## config.mk

```make
export PLATFORM = sky130hd
export DESIGN_NAME = sdrc_core
export DESIGN_NICKNAME = d
export VERILOG_FILES = /design/src/verilog/sdrc_pkg.sv /design/src/verilog/sdrc_core.sv
export SDC_FILE = /design/constraint.sdc
export NUM_CORES = 1
export LEC_CHECK = 0
export BUFFER_PORTS_ARGS = -buffer_cell sky130_fd_sc_hd__buf_2
export CAP_MARGIN = 20
export CORE_MARGIN = 1.5
export CORE_UTILIZATION = 49
export DETAILED_ROUTE_END_ITERATION = 12
export PLACE_DENSITY = 0.81
export SETUP_SLACK_MARGIN = 0.2
export SYNTH_ARGS = -nofsm -noshare
export SYNTH_HDL_FRONTEND = slang
export SYNTH_SLANG_ARGS = --single-unit
```

## constraint.sdc

```tcl
create_clock -name clk_sys_i -period 3.65 [get_ports clk_sys_i]
set_input_delay 0.73 -clock clk_sys_i [delete_from_list [all_inputs] [get_ports clk_sys_i]]
set_output_delay 0.73 -clock clk_sys_i [all_outputs]
set_load 0.1 [all_outputs]
```

## src/verilog/sdrc_pkg.sv

```systemverilog
// Constants and carrier types for the delta-sigma converter result and control block
package sdrc_pkg;
  // Byte offsets of the register port
  localparam logic [7:0] ADDR_AMP_CHAN = 8'h01;
  localparam logic [7:0] ADDR_AMP_INPUT = 8'h02;
  localparam logic [7:0] ADDR_SAMPLE_LOW = 8'h04;
  localparam logic [7:0] ADDR_SAMPLE_MID = 8'h05;
  localparam logic [7:0] ADDR_SAMPLE_HIGH = 8'h06;
  localparam logic [7:0] ADDR_CTL_A = 8'h07;
  localparam logic [7:0] ADDR_CTL_B = 8'h08;
  localparam logic [7:0] ADDR_CLK_SETUP = 8'h09;
  // Field positions in converter_control_a
  localparam int CA_SLEEP_BIT = 7;
  localparam int CA_FRST_BIT = 6;
  localparam int CA_OFF_BIT = 5;
  localparam int CA_OSR_LSB = 1;
  localparam int CA_REFSEL_BIT = 0;
  // Field positions in converter_control_b
  localparam int CB_FILTER_RATIO_SELECT_LSB = 5;
  localparam int CB_NBUF_BIT = 4;
  localparam int CB_PBUF_BIT = 3;
  localparam int CB_HOLD_BIT = 2;
  localparam int CB_DONE_BIT = 1;
  // Field positions in the amplifier and clock registers
  localparam int AC_POS_LSB = 0;
  localparam int AC_NEG_LSB = 3;
  localparam int AI_VCM_BIT = 0;
  localparam int CH_W = 3;
  localparam int OSR_W = 4;
  localparam int FILTER_RATIO_SELECT_W = 3;
  localparam int CKDIV_W = 5;
  // Reset values
  localparam logic [7:0] CTL_A_RST = 8'h20;
  localparam logic [7:0] CTL_B_RST = 8'h00;
  localparam logic [7:0] CLK_SETUP_RST = 8'h00;
  localparam logic [7:0] AMP_CHAN_RST = 8'h00;
  localparam logic [7:0] AMP_INPUT_RST = 8'h00;
  // Used bits of each writable register
  localparam logic [7:0] CTL_B_MASK = 8'hFE;
  localparam logic [7:0] CLK_SETUP_MASK = 8'h1F;
  localparam logic [7:0] AMP_CHAN_MASK = 8'h3F;
  localparam logic [7:0] AMP_INPUT_MASK = 8'h01;
  // Result coding
  localparam int RESULT_W = 24;
  localparam logic [23:0] RES_MAX = 24'h7FFFFF;
  localparam logic [23:0] RES_MIN = 24'h800000;
  // Channel code that routes the temperature sensor
  localparam logic [2:0] TEMP_CH_CODE = 3'h7;
  // Operating modes
  typedef enum logic [1:0] {MODE_PDOWN, MODE_SLEEP, MODE_NORMAL, MODE_RESET} sdrc_mode_t;
  // Analog enables driven to the front end
  typedef struct packed {
    logic bandgap_en;
    logic pga_en;
    logic adc_en;
    logic temp_sense_en;
    logic neg_ref_buffer_en;
    logic pos_ref_buffer_en;
    logic filter_en;
    logic filter_reset;
    logic common_mode_gen_en;
    logic reference_pair_ext;
  } sdrc_ana_t;
  // Setup fields passed through to clock and filter logic
  typedef struct packed {
    logic [CKDIV_W-1:0] clock_divider_select;
    logic [OSR_W-1:0] oversampling_select;
    logic [FILTER_RATIO_SELECT_W-1:0] filter_ratio_select;
    logic [CH_W-1:0] positive_input_select;
    logic [CH_W-1:0] negative_input_select;
  } sdrc_cfg_t;
endpackage

```

## src/verilog/sdrc_core.sv

```systemverilog
// Control, result path and register port of the delta-sigma converter
// What this block does
// - Converts only with power-off and sleep cleared
// - Filter reset pulse restarts the decimation filter
// - Done flag set when each conversion finishes without hold
// - Without hold, every conversion overwrites the result
// - With hold, keep result, discard later conversions
// - Hold stops updates; done flag stays unchanged
// - Power-off beats sleep; sleep beats filter reset
// - Reference pair select picks internal or external
// - Result is 24-bit two's complement, sign MSB
// - Saturate to 8388607 and -8388608
// - Full scale codes and zero centre code
// - Result bytes read-only at 04H, 05H, 06H
// - Input selects switch the temperature sensor
// - Each reference buffer has its own enable
// - Common-mode generator has its own enable
`timescale 1ns/1ps
`default_nettype none
module sdrc_core #(
  parameter int RAW_W = 26 // Width of the filter output before clamping
) (
  // Clock and reset
  input wire logic clk_sys_i,
  input wire logic nrst_i,
  // Register port
  input wire logic [7:0] reg_addr_i,
  input wire logic reg_wr_i,
  input wire logic [7:0] reg_wdata_i,
  input wire logic reg_rd_i,
  output logic [7:0] reg_rdata_o,
  // Decimation filter output stream
  input wire logic filt_valid_i,
  input wire logic signed [RAW_W-1:0] filt_data_i,
  output logic filt_ready_o,
  // Front-end controls
  output sdrc_pkg::sdrc_ana_t ana_o,
  output sdrc_pkg::sdrc_cfg_t cfg_o,
  output sdrc_pkg::sdrc_mode_t mode_o
);

  // Clamp limits at the filter width
  localparam logic signed [RAW_W-1:0] HI_LIM = {{(RAW_W-24){1'b0}}, sdrc_pkg::RES_MAX};
  localparam logic signed [RAW_W-1:0] LO_LIM = {{(RAW_W-24){1'b1}}, sdrc_pkg::RES_MIN};

  // Software visible registers
  logic [7:0] ctl_a_q; // Power, sleep, filter reset, oversampling, reference
  logic [7:0] ctl_b_q; // Ratio, buffers, hold, done flag
  logic [7:0] clk_setup_q; // Master clock divider
  logic [7:0] amp_chan_q; // Input selects
  logic [7:0] amp_input_q; // Common-mode generator enable
  logic [23:0] result_q; // Latest accepted conversion
  // Two-entry buffer between filter and result
  logic [23:0] buf_mem_q [2]; // Storage entries
  logic wr_ptr_q; // Next entry to fill
  logic rd_ptr_q; // Next entry to drain
  logic [1:0] cnt_q; // Entries held
  // Decoded controls
  sdrc_pkg::sdrc_mode_t mode; // Operating mode from the control bits
  logic conv_on; // Modulator running and filter released
  logic push; // Word accepted from the filter
  logic pop; // Word leaves the buffer
  logic drain_ready; // Result side can take a word
  logic hold; // Result hold in force
  logic done_set; // Conversion completed and stored
  logic wr_ctl_b; // Write strobe to control b
  logic [23:0] sat_val; // Clamped incoming word
  sdrc_pkg::sdrc_ana_t ana_d; // Next analog enables
  logic [7:0] rdata_d; // Next read data

  // Mode decode: power-off over sleep over filter reset
  always_comb begin
    if (ctl_a_q[sdrc_pkg::CA_OFF_BIT]) begin
      mode = sdrc_pkg::MODE_PDOWN;
    end else if (ctl_a_q[sdrc_pkg::CA_SLEEP_BIT]) begin
      mode = sdrc_pkg::MODE_SLEEP;
    end else if (ctl_a_q[sdrc_pkg::CA_FRST_BIT]) begin
      mode = sdrc_pkg::MODE_RESET;
    end else begin
      mode = sdrc_pkg::MODE_NORMAL;
    end
  end

  // Conversions only run powered, awake and out of filter reset
  assign conv_on = (mode == sdrc_pkg::MODE_NORMAL);

  // Front-end enables per mode
  always_comb begin
    ana_d = '0;
    ana_d.common_mode_gen_en = amp_input_q[sdrc_pkg::AI_VCM_BIT];
    ana_d.reference_pair_ext = ctl_a_q[sdrc_pkg::CA_REFSEL_BIT];
    case (mode)
      sdrc_pkg::MODE_PDOWN: begin
        // Everything off, whatever sleep and reset say
        ana_d = '0;
      end
      sdrc_pkg::MODE_SLEEP: begin
        // Bandgap, amplifier and filter stay up, modulator off
        ana_d.bandgap_en = 1'b1;
        ana_d.pga_en = 1'b1;
        ana_d.filter_en = 1'b1;
      end
      sdrc_pkg::MODE_NORMAL, sdrc_pkg::MODE_RESET: begin
        ana_d.bandgap_en = 1'b1;
        ana_d.pga_en = 1'b1;
        ana_d.adc_en = 1'b1;
        ana_d.filter_en = 1'b1;
        ana_d.filter_reset = (mode == sdrc_pkg::MODE_RESET);
        // Sensor on when either input select routes it
        ana_d.temp_sense_en =
          (amp_chan_q[sdrc_pkg::AC_POS_LSB +: sdrc_pkg::CH_W] == sdrc_pkg::TEMP_CH_CODE) ||
          (amp_chan_q[sdrc_pkg::AC_NEG_LSB +: sdrc_pkg::CH_W] == sdrc_pkg::TEMP_CH_CODE);
        ana_d.neg_ref_buffer_en = ctl_b_q[sdrc_pkg::CB_NBUF_BIT];
        ana_d.pos_ref_buffer_en = ctl_b_q[sdrc_pkg::CB_PBUF_BIT];
      end
      default: begin
        ana_d = '0;
      end
    endcase
  end

  // Enables leave through flip-flops so the analog side sees no glitches
  always_ff @(posedge clk_sys_i or negedge nrst_i) begin
    if (!nrst_i) begin
      ana_o <= '0;
      mode_o <= sdrc_pkg::MODE_PDOWN;
    end else begin
      ana_o <= ana_d;
      mode_o <= mode;
    end
  end

  // Setup fields for the clock divider and filter decimation
  always_ff @(posedge clk_sys_i or negedge nrst_i) begin
    if (!nrst_i) begin
      cfg_o <= '0;
    end else begin
      cfg_o.clock_divider_select <= clk_setup_q[sdrc_pkg::CKDIV_W-1:0];
      cfg_o.oversampling_select <= ctl_a_q[sdrc_pkg::CA_OSR_LSB +: sdrc_pkg::OSR_W];
      cfg_o.filter_ratio_select <= ctl_b_q[sdrc_pkg::CB_FILTER_RATIO_SELECT_LSB +: sdrc_pkg::FILTER_RATIO_SELECT_W];
      cfg_o.positive_input_select <= amp_chan_q[sdrc_pkg::AC_POS_LSB +: sdrc_pkg::CH_W];
      cfg_o.negative_input_select <= amp_chan_q[sdrc_pkg::AC_NEG_LSB +: sdrc_pkg::CH_W];
    end
  end

  // Clamp out-of-range filter words to the 24-bit limits
  always_comb begin
    if (filt_data_i > HI_LIM) begin
      sat_val = sdrc_pkg::RES_MAX;
    end else if (filt_data_i < LO_LIM) begin
      sat_val = sdrc_pkg::RES_MIN;
    end else begin
      sat_val = filt_data_i[23:0];
    end
  end

  // Buffer handshakes; a host read of a result byte stalls the drain
  // so the result stays fixed while a result byte strobe is held high
  assign drain_ready = !(reg_rd_i && (reg_addr_i >= sdrc_pkg::ADDR_SAMPLE_LOW) &&
                         (reg_addr_i <= sdrc_pkg::ADDR_SAMPLE_HIGH));
  assign filt_ready_o = conv_on && (cnt_q != 2'h2);
  assign push = filt_valid_i && filt_ready_o;
  assign pop = conv_on && (cnt_q != 2'h0) && drain_ready;
  assign hold = ctl_b_q[sdrc_pkg::CB_HOLD_BIT];
  assign done_set = pop && !hold;

  // Buffer pointers; flushed whenever conversions stop so stale words never land
  always_ff @(posedge clk_sys_i or negedge nrst_i) begin
    if (!nrst_i) begin
      wr_ptr_q <= 1'b0;
      rd_ptr_q <= 1'b0;
      cnt_q <= 2'h0;
    end else if (!conv_on) begin
      wr_ptr_q <= 1'b0;
      rd_ptr_q <= 1'b0;
      cnt_q <= 2'h0;
    end else begin
      if (push) begin
        wr_ptr_q <= !wr_ptr_q;
      end
      if (pop) begin
        rd_ptr_q <= !rd_ptr_q;
      end
      if (push && !pop) begin
        cnt_q <= cnt_q + 2'h1;
      end else if (pop && !push) begin
        cnt_q <= cnt_q - 2'h1;
      end
    end
  end

  // Buffer storage, data only
  always_ff @(posedge clk_sys_i) begin
    if (push) begin
      buf_mem_q[wr_ptr_q] <= sat_val;
    end
  end

  // Result register has no reset; it is undefined until a conversion lands
  always_ff @(posedge clk_sys_i) begin
    if (done_set) begin
      result_q <= buf_mem_q[rd_ptr_q];
    end
  end

  // Control register writes
  assign wr_ctl_b = reg_wr_i && (reg_addr_i == sdrc_pkg::ADDR_CTL_B);
  always_ff @(posedge clk_sys_i or negedge nrst_i) begin
    if (!nrst_i) begin
      ctl_a_q <= sdrc_pkg::CTL_A_RST;
      clk_setup_q <= sdrc_pkg::CLK_SETUP_RST;
      amp_chan_q <= sdrc_pkg::AMP_CHAN_RST;
      amp_input_q <= sdrc_pkg::AMP_INPUT_RST;
    end else if (reg_wr_i) begin
      case (reg_addr_i)
        sdrc_pkg::ADDR_CTL_A: begin
          ctl_a_q <= reg_wdata_i;
        end
        sdrc_pkg::ADDR_CLK_SETUP: begin
          clk_setup_q <= reg_wdata_i & sdrc_pkg::CLK_SETUP_MASK;
        end
        sdrc_pkg::ADDR_AMP_CHAN: begin
          amp_chan_q <= reg_wdata_i & sdrc_pkg::AMP_CHAN_MASK;
        end
        sdrc_pkg::ADDR_AMP_INPUT: begin
          amp_input_q <= reg_wdata_i & sdrc_pkg::AMP_INPUT_MASK;
        end
        default: begin
          // Result bytes are read-only; control b is written below; other offsets ignore writes
        end
      endcase
    end
  end

  // Control b; hardware only sets the done flag and the set wins a clash
  always_ff @(posedge clk_sys_i or negedge nrst_i) begin
    if (!nrst_i) begin
      ctl_b_q <= sdrc_pkg::CTL_B_RST;
    end else begin
      if (wr_ctl_b) begin
        ctl_b_q <= reg_wdata_i & sdrc_pkg::CTL_B_MASK;
      end
      if (done_set) begin
        ctl_b_q[sdrc_pkg::CB_DONE_BIT] <= 1'b1;
      end
    end
  end

  // Read mux, unmapped offsets read as zero
  always_comb begin
    case (reg_addr_i)
      sdrc_pkg::ADDR_SAMPLE_LOW: rdata_d = result_q[7:0];
      sdrc_pkg::ADDR_SAMPLE_MID: rdata_d = result_q[15:8];
      sdrc_pkg::ADDR_SAMPLE_HIGH: rdata_d = result_q[23:16];
      sdrc_pkg::ADDR_CTL_A: rdata_d = ctl_a_q;
      sdrc_pkg::ADDR_CTL_B: rdata_d = ctl_b_q;
      sdrc_pkg::ADDR_CLK_SETUP: rdata_d = clk_setup_q;
      sdrc_pkg::ADDR_AMP_CHAN: rdata_d = amp_chan_q;
      sdrc_pkg::ADDR_AMP_INPUT: rdata_d = amp_input_q;
      default: rdata_d = 8'h00;
    endcase
  end

  // Read data is registered; it answers the cycle after the strobe
  always_ff @(posedge clk_sys_i or negedge nrst_i) begin
    if (!nrst_i) begin
      reg_rdata_o <= 8'h00;
    end else if (reg_rd_i) begin
      reg_rdata_o <= rdata_d;
    end
  end

  // Modulator never enabled unless power-off and sleep were both clear
  mod_power_a: assert property (@(posedge clk_sys_i) disable iff (!nrst_i)
    ana_o.adc_en |-> !$past(ctl_a_q[sdrc_pkg::CA_OFF_BIT]) && !$past(ctl_a_q[sdrc_pkg::CA_SLEEP_BIT]))
    else $error("modulator enabled while off or asleep");

  // Filter reset bit holds the filter in reset and blocks the stream
  filt_reset_a: assert property (@(posedge clk_sys_i) disable iff (!nrst_i)
    (mode == sdrc_pkg::MODE_RESET) |-> !filt_ready_o ##1 ana_o.filter_reset)
    else $error("filter reset not applied");

  // Done flag rises the cycle after a stored conversion
  done_set_a: assert property (@(posedge clk_sys_i) disable iff (!nrst_i)
    done_set |=> ctl_b_q[sdrc_pkg::CB_DONE_BIT])
    else $error("done flag not set after conversion");

  // Without hold the popped word becomes the result
  result_upd_a: assert property (@(posedge clk_sys_i) disable iff (!nrst_i)
    (pop && !hold) |=> result_q == $past(buf_mem_q[rd_ptr_q]))
    else $error("result not updated");

  // With hold the result stands still
  result_hold_a: assert property (@(posedge clk_sys_i) disable iff (!nrst_i)
    hold |=> $stable(result_q))
    else $error("held result changed");

  // With hold and no host write the done flag does not move
  hold_done_a: assert property (@(posedge clk_sys_i) disable iff (!nrst_i)
    (hold && !wr_ctl_b) |=> $stable(ctl_b_q[sdrc_pkg::CB_DONE_BIT]))
    else $error("done flag changed while holding");

  // Power-off forces every enable low next cycle
  pdown_force_a: assert property (@(posedge clk_sys_i) disable iff (!nrst_i)
    ctl_a_q[sdrc_pkg::CA_OFF_BIT] |=> (ana_o == '0) && (mode_o == sdrc_pkg::MODE_PDOWN))
    else $error("power-off not forcing power-down");

  // Reference select follows its control bit
  ref_sel_a: assert property (@(posedge clk_sys_i) disable iff (!nrst_i)
    !ctl_a_q[sdrc_pkg::CA_OFF_BIT] |=> ana_o.reference_pair_ext == $past(ctl_a_q[sdrc_pkg::CA_REFSEL_BIT]))
    else $error("reference pair select wrong");

  // Over-range input is stored as the top code
  sat_high_a: assert property (@(posedge clk_sys_i) disable iff (!nrst_i)
    (push && (filt_data_i > HI_LIM)) |=> buf_mem_q[$past(wr_ptr_q)] == 24'h7FFFFF)
    else $error("positive clamp wrong");

  // Under-range input is stored as the bottom code
  sat_low_a: assert property (@(posedge clk_sys_i) disable iff (!nrst_i)
    (push && (filt_data_i < LO_LIM)) |=> buf_mem_q[$past(wr_ptr_q)] == 24'h800000)
    else $error("negative clamp wrong");

  // Low result byte read returns bits 7 to 0
  read_low_a: assert property (@(posedge clk_sys_i) disable iff (!nrst_i)
    (reg_rd_i && (reg_addr_i == sdrc_pkg::ADDR_SAMPLE_LOW)) |=> reg_rdata_o == $past(result_q[7:0]))
    else $error("low byte read wrong");

  // Temperature sensor follows the positive input select in normal mode
  temp_sel_a: assert property (@(posedge clk_sys_i) disable iff (!nrst_i)
    (conv_on && (amp_chan_q[2:0] == sdrc_pkg::TEMP_CH_CODE)) |=> ana_o.temp_sense_en)
    else $error("temperature sensor not enabled");

endmodule // sdrc_core
`default_nettype wire

```

==> impl_metrics.py <==
metrics = {
    "final_layout": {
        "ff_latch_area_um2": 3810,
        "fill_cells": 822,
        "area_delta_synth_final_pct": 21.3,
        "antenna_cells": 0,
        "final_net_count": 506,
        "drive_gt1_share_pct": 40.7,
        "multi_input_comb_area_um2": 1590,
        "post-route-util_pct": 61.3,
    },
    "timing": {
        "finalSetupTns_ns": 0,
        "post-route-period-util_pct": 76.1,
        "setup_viol": 0,
        "relSlewSlack_pct": 30.4,
        "rsz0062_at_grt": "no",
        "hold_violations": 0,
        "finalMaxSlewViolations": 0,
        "holdWs_ns": 0.412,
        "skew_ns": 0.00770,
        "fin_ws_ns": 0.872,
        "fmax_mhz": 360,
        "tightestPinTransition_ns": 1.04,
        "layout_min_cycle_time_ns": 2.78,
    },
    "critical_path": {
        "critPathCaptureType": "primary output",
        "critical_path.cell_chain": "or3_1 > a21oi_2 > buf_2",
        "slowest_delay_ns": 0.52,
        "crit_path_top_delay_cell": "or3_1",
        "required_ns": 2.92,
        "crit_fanout": 7,
        "crit_type": "register to primary output",
        "ff2ff_setup_slack_ns": 1.63,
        "start_kind": "register",
        "cp.arrival_ns": 2.05,
    },
    "synthesis": {
        "synthDominantCellAreaShare_pct": 39.1,
        "synthXorXnorAreaFrac_pct": 0.317,
        "yosys.area.top_type": "edfxtp_1",
        "ys_ff_latch": 138,
        "synthCells": 369,
        "synth_top_family_by_area": "multiplexers",
        "syn-num-nets": 416,
        "synthSimpleGateAreaFrac_pct": 9.30,
        "syn_area_um2": 5530,
        "yosys_warnings": 0,
        "syn_area_per_cell_um2": 15.0,
        "synthArstFlopShare_pct": 47.8,
        "ys.flop_type": "edfxtp_1",
        "synth.mux.area_fraction_pct": 14.0,
        "yosysMostFrequentCell": "edfxtp_1",
        "synth_seq_area_share_pct": 69.0,
        "synth_edf_count": 72,
        "ys_top_cells_by_count": "edfxtp_1 (72), dfrtp_1 (65), nor2_1 (58), mux2_2 (54), inv_1 (10)",
        "synthAdderAreaFrac_pct": 0,
        "synth_compound_area_share_pct": 4.75,
        "synthTopCellsByArea": "edfxtp_1 (39%), dfrtp_1 (29%), mux2_2 (11%)",
        "synth_cell_type_count": 47,
    },
    "global_routing": {
        "grt_usage_pct": 19.9,
        "grt_max_degree": 45,
        "antenna_found_initial": 0,
        "grt_first_pass_wirelength_um": 17600,
        "grt-ovfl-total": 0,
        "grt_pass1_vias": 3431,
    },
    "drt": {
        "drt_iter0_drc": 225,
        "post_drt_via_cell_ratio": 5.52,
        "remaining_drc_errors": 0,
        "drtPass1Iterations": 4,
        "wl_per_cell_um": 17.9,
        "vias": 3380,
        "ant_nets": 0,
        "wirelength_um": 10900,
    },
    "run": {
        "cap_violations": 0,
    },
    "floorplan": {
        "coreArea_um2": 10900,
        "floorplan.die_area_um2": 11900,
        "fp.dieW_um": 109,
        "io_pins": 86,
        "chipHeight_um": 109,
        "rows": 38,
        "start_util_pct": 50.5,
    },
    "clock_tree": {
        "clock_sinks": 138,
        "root_buffer": "clkbuf_16",
        "clk_latency_ns": 0.41,
        "clock_path_buffers": 2,
        "htree_levels": 4,
        "postCtsSetupRepairBufs": 0,
        "postCtsHoldBufs": 0,
        "path_clk_slew_ns": 0.06,
        "cts_buffers": 17,
        "ctsResizeCount": 0,
        "cts_tree": "done",
    },
    "place": {
        "place.gp.congestion": 0.894,
        "pre_cts_ws_ns": 1.02,
        "hpwlAfterDp_um": 7490,
        "numPortBuffers": 85,
    },
    "hold_path": {
        "min_path_type": "register to register",
    },
    "power_and_ir_drop": {
        "leakage_nw": 2.89,
        "vdd_drop_max_v": 0.000310,
        "powerDensity_nw_per_um2": 666,
    },
    "outcome": {
        "status": "finished clean",
    },
}
-- critical path: cells and delay by family (launching register included) --
kind / cells / cell delay, ns
and+or+nand+nor: 1 / 0.52
buffers and inverters: 1 / 0.46
DFF: 1 / 0.45
AOI/OAI and AO/OA: 1 / 0.22
-- flip-flops by register name, summed over array words and instances (netlist names) --
name,flops
ana_o,8
clk_setup_q,5
reg_rdata_o,8
buf_mem_q,48
cnt_q,2
ctl_b_q,7
amp_input_q,1
rd_ptr_q,1
mode_o,1
amp_chan_q,6
cfg_o,18
result_q,24
ctl_a_q,8
wr_ptr_q,1
-- metrics by stage --
stage                     area, µm²  power, mW  cells
after floorplan                5540       2.54    369
after global placement         6090       2.71    580
after detailed placement       6090       2.74    580
after CTS                      6700       4.50    612
after global routing           6700       4.64    612
final                          6700       4.46    612
-- cell usage in the layout, fill, tap and decap left out, types with 7 or more instances in the layout --
cell / n
mux2_2: 54
inv_1: 10
edfxtp_1: 72
buf_2: 85
nor2b_1: 8
dfrtp_1: 65
mux4_2: 7
clkbuf_16: 17
nor2_1: 57
o22ai_1: 9
-- metal layers --
metal	GRT usage, %	wire length, µm	up-vias	part of all wire (%)
li1	-	-	1531	-
met1	25.6	4600	1693	42
met2	31.9	5450	137	50
met3	5.02	692	19	6.3
met4	8.63	182	0	1.7
met5	0	0	-	0
-- report_power, final --
| part | switching (mW) | internal, mW |
|---|---|---|
| combinational | 0.379 | 0.259 |
| sequential | 0.128 | 1.95 |
| clock | 0.662 | 1.09 |
-- kinds of logic (layout without fill, tap and decap cells) --
family | count (synthesis) | count (layout)
multiplexers | 62 | 62
AO/OA/AOI/OAI | 36 | 36
flip-flops | 138 | 138
buffers and inverters | 30 | 133
AND/OR/NAND/NOR | 101 | 101
XOR/XNOR | 2 | 2
-- layout make-up --
type                       instances  share of cell area [%]
clock inverter                    15                    2.80
timing repair buffer              91                    7.02
sequential                       138                    56.9
multi-input combinational        201                    23.7
tap                              140                    2.61
inverter                          10                   0.560
clock buffer                      17                    6.35
-- worst paths after layout --
| path | endpoint | start | depth (start not counted) |
|---|---|---|---|
| max reg2reg | buf_mem_q[1][1]$_DFFE_PP_ | ctl_a_q[7]$_DFFE_PN0P_ | 4 |
| min | cfg_o[17]$_DFF_PN0_ | clk_setup_q[4]$_DFFE_PN0P_ | 0 |
| min reg2reg | cfg_o[17]$_DFF_PN0_ | clk_setup_q[4]$_DFFE_PN0P_ | 0 |
| max in group asynchronous | ctl_a_q[5]$_DFFE_PN1P_ | nrst_i | 2 |
| min in group asynchronous | ana_o[5]$_DFF_PN0_ | nrst_i | 1 |
| max | filt_ready_o | ctl_a_q[7]$_DFFE_PN0P_ | 3 |
(Power assumes the default switching activity.)
